--- src/hw/tdm_port_regs.vh ---
// Register map, field positions and reset values of the TDM serial port.
// Assumes inclusion by the port module and the bench; holds definitions only.
`ifndef TDM_PORT_REGS_VH
`define TDM_PORT_REGS_VH

// ==========================================================
// Register offsets (byte addresses, one word each)
`define OFS_CTRL 8'h00
`define OFS_DIV 8'h04
`define OFS_TXDATA 8'h08
`define OFS_RXDATA 8'h0C
`define OFS_STATUS 8'h10

// ==========================================================
// Control register fields
`define CTRL_TX_EN 0
`define CTRL_RX_EN 1
`define CTRL_SYNC 2
`define CTRL_GATED 3
`define CTRL_NETWORK 4
`define CTRL_TX_INT_CLK 5
`define CTRL_RX_INT_CLK 6
`define CTRL_TX_POL 7
`define CTRL_RX_POL 8
`define CTRL_TX_FSINV 9
`define CTRL_RX_FSINV 10
`define CTRL_FS_WORD 11
`define CTRL_PINSET_LO 12
`define CTRL_PINSET_HI 13
`define CTRL_SLOTS_LO 16
`define CTRL_SLOTS_HI 20
`define CTRL_RESET 21'h000000

// ==========================================================
// Divider, word format and status fields
`define DIV_BITS 8
`define DIV_RESET 8'h04
`define WORD_BITS 16
`define BIT_LAST 4'hF
`define SLOT_BITS 5
`define ST_TX_FULL 0
`define ST_RX_FULL 1
`define ST_TX_UNDERRUN 2
`define ST_RX_OVERRUN 3
`define ST_TX_ACTIVE 4
`define ST_RX_ACTIVE 5

`endif

--- src/hw/tdm_serial_audio_port.v ---
// TDM serial audio port: transmit and receive sections, clock and frame
// sync generation or acceptance, four selectable pin sets.
// Assumes a plain register port on clk and link pins from outside clk.
//
// Functional notes
// Synchronous mode: receiver shares transmit clock and frame sync.
// Asynchronous mode: each section has its own clock and frame sync.
// Continuous clock mode keeps the bit clock toggling always.
// Gated clock mode toggles the bit clock only during a word; the generated receive clock keeps toggling, as go[1] ignores gated.
// Normal mode: exactly one word per frame each way.
// Network mode: frames of two to thirty-two words.
// Software never combines gated clock with network mode.
// Signals route to any one of four pin sets.
// Bit clock and frame sync are generated inside or accepted outside.
// Each transmit bit is launched after a rising transmit clock edge.
// Transmit data goes high impedance when idle, on rising edges.
// Asynchronous receiver samples on falling receive clock edges.
// Synchronous receiver samples on falling transmit clock edges.
// Frame sync outputs change on rising bit clock edges.
// Per-direction clock polarity; zero is non-inverted.
// Per-direction frame sync invert; zero is active high.
// Frame sync one bit long or one word long, selectable.
`timescale 1ns/1ns
`include "tdm_port_regs.vh"

module tdm_serial_audio_port (
  input wire clk,
  input wire nrst,
  input wire [7:0] addr,
  input wire [31:0] wdata,
  input wire wr_en,
  input wire rd_en,
  output reg [31:0] rdata,
  input wire [3:0] transmit_bit_clock_i,
  output wire [3:0] transmit_bit_clock_o,
  output wire [3:0] transmit_bit_clock_oe,
  input wire [3:0] transmit_frame_sync_i,
  output wire [3:0] transmit_frame_sync_o,
  output wire [3:0] transmit_frame_sync_oe,
  output wire [3:0] transmit_serial_data_o,
  output wire [3:0] transmit_serial_data_oe,
  input wire [3:0] receive_bit_clock_i,
  output wire [3:0] receive_bit_clock_o,
  output wire [3:0] receive_bit_clock_oe,
  input wire [3:0] receive_frame_sync_i,
  output wire [3:0] receive_frame_sync_o,
  output wire [3:0] receive_frame_sync_oe,
  input wire [3:0] receive_serial_data_i
);

  // ==========================================================
  // Register port
  reg [20:0] ctrl_q;
  reg [`DIV_BITS-1:0] div_q;
  reg [`WORD_BITS-1:0] tx_data_q;
  reg [`WORD_BITS-1:0] rx_data_q;
  reg tx_full_q;
  reg rx_full_q;
  reg underrun_q;
  reg overrun_q;
  wire tx_load;
  wire rx_capture;
  wire [1:0] active;

  wire sync_mode = ctrl_q[`CTRL_SYNC];
  wire gated = ctrl_q[`CTRL_GATED];
  wire network = ctrl_q[`CTRL_NETWORK];
  wire [1:0] pin_set = ctrl_q[`CTRL_PINSET_HI:`CTRL_PINSET_LO];
  wire [`SLOT_BITS-1:0] slots_field = ctrl_q[`CTRL_SLOTS_HI:`CTRL_SLOTS_LO];
  wire wr_tx = wr_en && (addr == `OFS_TXDATA);
  wire rd_rx = rd_en && (addr == `OFS_RXDATA);
  wire wr_st = wr_en && (addr == `OFS_STATUS);

  // network frame length
  // A zero field in network mode still gives the two-word minimum.
  wire [`SLOT_BITS-1:0] last_slot = !network ? {`SLOT_BITS{1'b0}} :
    (slots_field == {`SLOT_BITS{1'b0}}) ? {{(`SLOT_BITS-1){1'b0}}, 1'b1} :
    slots_field;

  always @(posedge clk) begin
    if (!nrst) begin
      ctrl_q <= `CTRL_RESET;
      div_q <= `DIV_RESET;
      tx_data_q <= {`WORD_BITS{1'b0}};
      tx_full_q <= 1'b0;
      rx_full_q <= 1'b0;
      underrun_q <= 1'b0;
      overrun_q <= 1'b0;
    end else begin
      if (wr_en && addr == `OFS_CTRL)
        ctrl_q <= wdata[20:0];
      if (wr_en && addr == `OFS_DIV)
        div_q <= wdata[`DIV_BITS-1:0];
      if (wr_tx)
        tx_data_q <= wdata[`WORD_BITS-1:0];
      // A new write in the load cycle keeps the holding register full.
      if (wr_tx)
        tx_full_q <= 1'b1;
      else if (tx_load)
        tx_full_q <= 1'b0;
      // A capture in the read cycle wins, so no word is lost silently.
      if (rx_capture)
        rx_full_q <= 1'b1;
      else if (rd_rx)
        rx_full_q <= 1'b0;
      if (tx_load && !tx_full_q)
        underrun_q <= 1'b1;
      else if (wr_st && wdata[`ST_TX_UNDERRUN])
        underrun_q <= 1'b0;
      if (rx_capture && rx_full_q && !rd_rx)
        overrun_q <= 1'b1;
      else if (wr_st && wdata[`ST_RX_OVERRUN])
        overrun_q <= 1'b0;
    end
  end

  always @(posedge clk) begin
    if (!nrst) begin
      rdata <= 32'h00000000;
    end else if (rd_en) begin
      case (addr)
        `OFS_CTRL: rdata <= {11'h000, ctrl_q};
        `OFS_DIV: rdata <= {24'h000000, div_q};
        `OFS_TXDATA: rdata <= {16'h0000, tx_data_q};
        `OFS_RXDATA: rdata <= {16'h0000, rx_data_q};
        `OFS_STATUS: rdata <= {26'h0000000, active, overrun_q,
                               underrun_q, rx_full_q, tx_full_q};
        default: rdata <= 32'h00000000;
      endcase
    end else begin
      rdata <= 32'h00000000;
    end
  end

  // ==========================================================
  // Pin synchronisers and pin set selection
  reg [19:0] pin_s1_q;
  reg [19:0] pin_s2_q;
  wire [19:0] pin_raw = {receive_serial_data_i, receive_frame_sync_i,
                         receive_bit_clock_i, transmit_frame_sync_i,
                         transmit_bit_clock_i};

  always @(posedge clk) begin
    if (!nrst) begin
      pin_s1_q <= 20'h00000;
      pin_s2_q <= 20'h00000;
    end else begin
      pin_s1_q <= pin_raw;
      pin_s2_q <= pin_s1_q;
    end
  end

  // pin set select
  function sel4;
    input [3:0] v;
    input [1:0] s;
    begin
      sel4 = v[s];
    end
  endfunction

  wire [1:0] ck_in = {sel4(pin_s2_q[11:8], pin_set),
                      sel4(pin_s2_q[3:0], pin_set)};
  wire [1:0] fs_in = {sel4(pin_s2_q[15:12], pin_set),
                      sel4(pin_s2_q[7:4], pin_set)};
  wire rxd_in = sel4(pin_s2_q[19:16], pin_set);

  // ==========================================================
  // Per-direction bit clock, edges and framing (0 transmit, 1 receive)
  wire [1:0] en = {ctrl_q[`CTRL_RX_EN], ctrl_q[`CTRL_TX_EN]};
  wire [1:0] int_clk = {ctrl_q[`CTRL_RX_INT_CLK], ctrl_q[`CTRL_TX_INT_CLK]};
  wire [1:0] pol = {ctrl_q[`CTRL_RX_POL], ctrl_q[`CTRL_TX_POL]};
  wire [1:0] fsinv = {ctrl_q[`CTRL_RX_FSINV], ctrl_q[`CTRL_TX_FSINV]};
  wire [1:0] go = {en[1], en[0] && (!gated || tx_full_q)};
  wire [1:0] rise_r;
  wire [1:0] fall_r;
  wire [1:0] start_r;
  wire [1:0] ck_level;
  wire [1:0] fs_level;
  wire [1:0] at_last_bit;
  wire [1:0] at_last_slot;

  genvar d;
  generate
    for (d = 0; d < 2; d = d + 1) begin : dir
      reg [`DIV_BITS-1:0] div_cnt_q;
      reg gen_ck_q;
      reg ext_prev_q;
      reg [3:0] bit_q;
      reg [`SLOT_BITS-1:0] slot_q;
      reg active_q;
      // clock polarity
      wire ext_ck = ck_in[d] ^ pol[d];
      // frame sync invert
      wire ext_fs = fs_in[d] ^ fsinv[d];
      // continuous or gated
      // Gated mode finishes a high half so the clock idles low.
      wire run = en[d] && (!gated || go[d] || active_q || gen_ck_q);
      wire tick = run && (div_cnt_q == {`DIV_BITS{1'b0}});
      // internal or external clock
      assign rise_r[d] = int_clk[d] ? (tick && !gen_ck_q) :
                         (ext_ck && !ext_prev_q);
      assign fall_r[d] = int_clk[d] ? (tick && gen_ck_q) :
                         (!ext_ck && ext_prev_q);
      // shared or own edges
      wire shared = (d == 1) && sync_mode;
      wire rise_e = shared ? rise_r[0] : rise_r[d];
      wire last_b = bit_q == `BIT_LAST;
      wire last_s = slot_q == last_slot;
      // frame start from own sync or from the frame sync pin
      assign start_r[d] = int_clk[d] ?
        (rise_r[d] && go[d] && (!active_q || (last_b && last_s))) :
        (rise_r[d] && en[d] && ext_fs);
      wire start_e = shared ? start_r[0] : start_r[d];
      assign active[d] = active_q;
      assign at_last_bit[d] = last_b;
      assign at_last_slot[d] = last_s;
      assign ck_level[d] = gen_ck_q ^ pol[d];
      // bit or word long sync
      assign fs_level[d] = (active_q && slot_q == {`SLOT_BITS{1'b0}} &&
        (ctrl_q[`CTRL_FS_WORD] || bit_q == 4'h0)) ^ fsinv[d];

      always @(posedge clk) begin
        if (!nrst) begin
          div_cnt_q <= {`DIV_BITS{1'b0}};
          gen_ck_q <= 1'b0;
          ext_prev_q <= 1'b0;
        end else begin
          ext_prev_q <= ext_ck;
          if (!run)
            div_cnt_q <= {`DIV_BITS{1'b0}};
          else if (tick)
            div_cnt_q <= div_q;
          else
            div_cnt_q <= div_cnt_q - {{(`DIV_BITS-1){1'b0}}, 1'b1};
          // A disabled section parks its clock low, so no stray falling
          // edge appears when it is enabled again.
          if (!en[d])
            gen_ck_q <= 1'b0;
          else if (tick)
            gen_ck_q <= !gen_ck_q;
        end
      end

      // bit and slot counting on rising edges
      always @(posedge clk) begin
        if (!nrst || !en[d]) begin
          bit_q <= 4'h0;
          slot_q <= {`SLOT_BITS{1'b0}};
          active_q <= 1'b0;
        end else if (rise_e) begin
          if (start_e) begin
            bit_q <= 4'h0;
            slot_q <= {`SLOT_BITS{1'b0}};
            active_q <= 1'b1;
          end else if (active_q && last_b) begin
            bit_q <= 4'h0;
            if (last_s)
              active_q <= 1'b0;
            else
              slot_q <= slot_q + {{(`SLOT_BITS-1){1'b0}}, 1'b1};
          end else if (active_q) begin
            bit_q <= bit_q + 4'h1;
          end
        end
      end
    end
  endgenerate

  // ==========================================================
  // Transmit shifter
  reg [`WORD_BITS-1:0] tx_shift_q;
  wire tx_rise = rise_r[0];
  assign tx_load = tx_rise && (start_r[0] ||
    (active[0] && at_last_bit[0] && !at_last_slot[0]));

  // launch on rising edge
  always @(posedge clk) begin
    if (!nrst) begin
      tx_shift_q <= {`WORD_BITS{1'b0}};
    end else if (tx_load) begin
      tx_shift_q <= tx_data_q;
    end else if (tx_rise) begin
      tx_shift_q <= {tx_shift_q[`WORD_BITS-2:0], 1'b0};
    end
  end

  // ==========================================================
  // Receive shifter
  reg [`WORD_BITS-1:0] rx_shift_q;
  // falling edge sampling
  wire rx_fall = sync_mode ? fall_r[0] : fall_r[1];
  assign rx_capture = rx_fall && active[1] && at_last_bit[1];

  always @(posedge clk) begin
    if (!nrst) begin
      rx_shift_q <= {`WORD_BITS{1'b0}};
      rx_data_q <= {`WORD_BITS{1'b0}};
    end else if (rx_fall && active[1]) begin
      rx_shift_q <= {rx_shift_q[`WORD_BITS-2:0], rxd_in};
      if (at_last_bit[1])
        rx_data_q <= {rx_shift_q[`WORD_BITS-2:0], rxd_in};
    end
  end

  // ==========================================================
  // Pin drivers: only the selected set is ever enabled.
  wire [3:0] set_hot = 4'h1 << pin_set;
  wire [3:0] tx_int_hot = set_hot & {4{int_clk[0]}};
  // In sync mode the receive clock and frame sync pins stay inputs and are ignored.
  wire [3:0] rx_int_hot = set_hot & {4{int_clk[1] && !sync_mode}};

  assign transmit_bit_clock_o = {4{ck_level[0]}};
  assign transmit_bit_clock_oe = tx_int_hot;
  // frame sync on rising edges
  assign transmit_frame_sync_o = {4{fs_level[0]}};
  assign transmit_frame_sync_oe = tx_int_hot;
  assign receive_bit_clock_o = {4{ck_level[1]}};
  assign receive_bit_clock_oe = rx_int_hot;
  assign receive_frame_sync_o = {4{fs_level[1]}};
  assign receive_frame_sync_oe = rx_int_hot;
  assign transmit_serial_data_o = {4{tx_shift_q[`WORD_BITS-1]}};
  // release when idle
  assign transmit_serial_data_oe = set_hot & {4{active[0]}};

endmodule

--- config.mk ---
export PLATFORM = sky130hd
export DESIGN_NAME = tdm_serial_audio_port
export DESIGN_NICKNAME = d
export VERILOG_FILES = /design/src/hw/tdm_serial_audio_port.v
export VERILOG_INCLUDE_DIRS = /design/src /design/src/hw
export SDC_FILE = /design/constraint.sdc
export NUM_CORES = 1
export LEC_CHECK = 0
export ABC_AREA = 0
export BUFFER_PORTS_ARGS = -buffer_cell sky130_fd_sc_hd__buf_2
export CORE_MARGIN = 10
export CORE_UTILIZATION = 58
export CTS_BUF_LIST = sky130_fd_sc_hd__clkbuf_4
export CTS_CLUSTER_DIAMETER = 60
export DETAILED_ROUTE_END_ITERATION = 12
export PLACE_DENSITY = 0.81
export SETUP_SLACK_MARGIN = 0.05
export SLEW_MARGIN = 20
export SYNTH_ARGS = -nofsm -noshare
export SYNTH_HDL_FRONTEND = slang
export SYNTH_SLANG_ARGS = --single-unit
--- constraint.sdc ---
create_clock -name clk -period 3.59 [get_ports clk]
set_input_delay 1.077 -clock clk [delete_from_list [all_inputs] [get_ports clk]]
set_output_delay 1.077 -clock clk [all_outputs]
set_load 0.01 [all_outputs]
==> impl_metrics.json <==
{
  "status": "completed",
  "power.internal_mw": 2.64,
  "crit_path_max_incr_delay_ps": 510,
  "worstPathArrival_ps": 2250,
  "cts_hold_buffers": 0,
  "final_layout_size_suffix_gt1_frac": 0.197,
  "grt_usage": 0.201,
  "yosys-top-cells-area": "sky130_fd_sc_hd__dfxtp_1 45%, sky130_fd_sc_hd__mux2i_1 9.8%, sky130_fd_sc_hd__nor2_1 4.0%, sky130_fd_sc_hd__and2_1 3.4%, sky130_fd_sc_hd__mux4_2 3.3%",
  "critical_path_peak_fanout": 11,
  "cts_tree": "yes",
  "synth_edf_count": 0,
  "synth_area_per_cell_um2": 9.46,
  "synth.yosys.seq_area_share": 0.451,
  "io_buffer_count": 113,
  "cap_viol_max_count": 0,
  "max_slew_margin": 0.432,
  "reg2reg_to": "dir[1].slot_q[3]$_SDFFE_PN0P_",
  "number_of_remaining_drc_errors": 0,
  "switchingPower_mw": 0.885,
  "setup.reg_to_reg.worst_slack_ps": 520,
  "timing_hold_violations_final": 0,
  "dp_hpwl_mm": 15.0,
  "syn_area_um2": 8740,
  "clock_skew_ps": 16.1,
  "finalWeightedCongestion": 0.874,
  "pwr_density_cell_nw_per_um2": 369,
  "power_switching_share": 0.251,
  "worstReg2RegStart": "dir[0].div_cnt_q[0]$_SDFF_PN0_",
  "io-pin-count": 136,
  "timing.setup.tns_ps": 0,
  "max_slew.worst_pin.slew_ps": 849,
  "min_delay_worst_endpoint": "pin_s2_q[5]$_SDFF_PN0_",
  "drv_slew": 0,
  "synth_cell_type_count": 66,
  "achievable-frequency_ghz": 0.301,
  "peakVddDrop_uv": 326,
  "grt_start_max_net_pins": 48,
  "crit_type": "flip-flop to output port",
  "cp_data_required_time_ps": 2510,
  "synth_top_area_cell": "sky130_fd_sc_hd__dfxtp_1",
  "ant_nets": 0,
  "tritoncts.num_buffers": 17,
  "ctsLongestPathBuffers": 2,
  "worst-r2r-cell-count": 8,
  "timing.final.setup_violations": 0,
  "ys_ff_latch": 197,
  "die-width_um": 143,
  "finalWirelength_mm": 20.6,
  "initial_util": 0.597,
  "drt-vias-per-instance": 5.69,
  "synthDominantCellAreaShare": 0.451,
  "seq_power_share": 0.633,
  "worst_setup_path_start_kind": "flip-flop",
  "wire_length_of_the_first_global_routing_pass_mm": 33.0,
  "crit_slowest_cell": "sky130_fd_sc_hd__dfxtp_1",
  "comb_power_share": 0.041,
  "drt_iter0_drc": 460,
  "timing.hold.worst.class": "flip-flop to flip-flop",
  "most_common_cell_after_layout_fill_and_taps_aside": "sky130_fd_sc_hd__dfxtp_1",
  "leakage_nw": 4.13,
  "worstPathCellList": "buf_4 -> nand3b_1 -> nor4_1 -> xor2_1 -> buf_2",
  "synth-main-ff-cell": "sky130_fd_sc_hd__dfxtp_1",
  "final_core_utilization": 0.652,
  "floorplan.rows": 44,
  "critical_path.endpoint_type": "output port",
  "htree_levels": 4,
  "antenna_found_initial": 3,
  "avgRoutedWirePerCell_um": 17.2,
  "mostFrequentLayoutCells": "197 x sky130_fd_sc_hd__dfxtp_1, 113 x sky130_fd_sc_hd__buf_2, 94 x sky130_fd_sc_hd__nor2_1",
  "areaGrowthSynthToFinish_pct": 9.26,
  "post_cts_buffers": 0,
  "async_reset_ff_frac": 0,
  "timing.final.crit_share": 0.926,
  "hold_start": "pin_s1_q[5]$_SDFF_PN0_",
  "core_area_um2": 14600,
  "grt-ovfl-total": 0,
  "cts-resized-gates": 0,
  "finalCriticalPeriod_ps": 3320,
  "final_net_count": 1073,
  "first_global_vias": 6557,
  "postSynthCellCount": 924,
  "clock_tree.root_cell": "sky130_fd_sc_hd__clkbuf_4",
  "dieHeight_um": 143,
  "rsz0062_at_grt": "no",
  "insertion_delay_to_the_later_sink_of_the_worst_skew_pair_ps": 610,
  "min_delay_path_depth": 1,
  "vias": 6819,
  "clk_pin_slew_ps": 160,
  "drt-pass1-iter-count": 5,
  "die_area_um2": 20400,
  "cts.sink_count": 197,
  "synth_warnings": 0,
  "power_frac_clock": 0.326
}
[worst max-delay path by stage]
stage                              startpoint                       endpoint  slack (ps)  cells after the start
2_1_floorplan                         addr[1]         ctrl_q[1]$_SDFFE_PN0P_         660                      7
3_3_place_gp   dir[0].div_cnt_q[0]$_SDFF_PN0_  dir[1].slot_q[4]$_SDFFE_PN0P_         670                      8
3_5_place_dp   dir[0].div_cnt_q[0]$_SDFF_PN0_  dir[1].slot_q[3]$_SDFFE_PN0P_         550                      8
4_1_cts          dir[0].active_q$_SDFFE_PN0P_       transmit_frame_sync_o[2]         220                      5
5_1_grt          dir[0].active_q$_SDFFE_PN0P_       transmit_frame_sync_o[0]         110                      5
6_report         dir[0].active_q$_SDFFE_PN0P_       transmit_frame_sync_o[3]         270                      5
[cell families after synthesis]
family,after synthesis,share of synthesized area
buffers and inverters,147,0.0804
flip-flops,197,0.451
AND/OR/NAND/NOR,308,0.182
XOR/XNOR,28,0.0281
AO/OA/AOI/OAI,133,0.110
other,1,0.000429
adder cells (fa/ha/maj),11,0.0157
multiplexers,99,0.132
[stage by stage]
stage | cell area [um^2] | worst slack (ps) | power, mW | instances | hold WS, ps
finish | 9550 | 265 | 3.52 | 1198 | 444
global route | 9550 | 110 | 3.65 | 1198 | 467
CTS | 9540 | 222 | 3.54 | 1195 | 452
detailed placement | 9270 | 553 | 2.42 | 1163 | 417
global placement | 9270 | 669 | 2.42 | 1163 | 415
floorplan | 8780 | 662 | 2.37 | 934 | 412
[final cells by class]
| cell class | instances | area (um^2) |
|---|---|---|
| antenna | 3 | 7.51 |
| tap | 184 | 230 |
| timing repair buffer | 138 | 753 |
| sequential | 197 | 3940 |
| multi-input combinational | 590 | 4140 |
| fill | 1198 | 5090 |
| inverter | 54 | 203 |
| clock inverter | 15 | 148 |
| clock buffer | 17 | 128 |
[power groups by stage]
stage / logic (mW) / registers (mW) / clock network [mW]
after global placement: 0.141 / 2.27 / 0
after floorplan: 0.0957 / 2.27 / 0
after global routing: 0.160 / 2.23 / 1.25
after CTS: 0.144 / 2.23 / 1.17
final: 0.145 / 2.23 / 1.15
after detailed placement: 0.143 / 2.28 / 0
[flip-flops by register name, indices dropped and copies added (netlist names), 2 cells and up]
| signal | flops |
|---|---|
| ctrl_q | 21 |
| rdata | 21 |
| pin_s1_q | 20 |
| pin_s2_q | 20 |
| dir.div_cnt_q | 16 |
| rx_data_q | 16 |
| tx_data_q | 16 |
| tx_shift_q | 16 |
| rx_shift_q | 15 |
| dir.slot_q | 10 |
| dir.bit_q | 8 |
| div_q | 8 |
| dir.active_q | 2 |
| dir.ext_prev_q | 2 |
| dir.gen_ck_q | 2 |
[synthesized netlist by cell type (8+ instances only)]
master                       n
sky130_fd_sc_hd__dfxtp_1   197
sky130_fd_sc_hd__nor2_1     94
sky130_fd_sc_hd__mux2i_1    86
sky130_fd_sc_hd__nand2_1    69
sky130_fd_sc_hd__inv_1      54
sky130_fd_sc_hd__and2_1     47
sky130_fd_sc_hd__clkbuf_1   44
sky130_fd_sc_hd__buf_4      36
sky130_fd_sc_hd__o21ai_0    29
sky130_fd_sc_hd__a211oi_1   19
sky130_fd_sc_hd__xor2_1     19
sky130_fd_sc_hd__nor3_1     17
sky130_fd_sc_hd__a221oi_1   15
sky130_fd_sc_hd__nand3_1    15
sky130_fd_sc_hd__a22oi_1    14
sky130_fd_sc_hd__mux4_2     13
sky130_fd_sc_hd__a21oi_1    11
sky130_fd_sc_hd__ha_1       11
sky130_fd_sc_hd__o31ai_1     9
sky130_fd_sc_hd__xnor2_1     9
sky130_fd_sc_hd__or3_1       8
sky130_fd_sc_hd__or4_1       8
[layer usage]
layer	vias to the layer above	GRT usage	part of all wire
li1	3307	-	-
met1	3261	0.252	0.44
met2	220	0.326	0.47
met3	31	0.0491	0.070
met4	0	0.0847	0.024
met5	-	0	0
[worst max-delay path: cells and delay by family, from the launching register on]
kind / cells / cell delay (ps)
XOR/XNOR: 1 / 280
AND/OR/NAND/NOR: 2 / 410
flip-flops: 1 / 510
buffers and inverters: 2 / 450
Note: power is estimated with default switching activity, not from simulation.
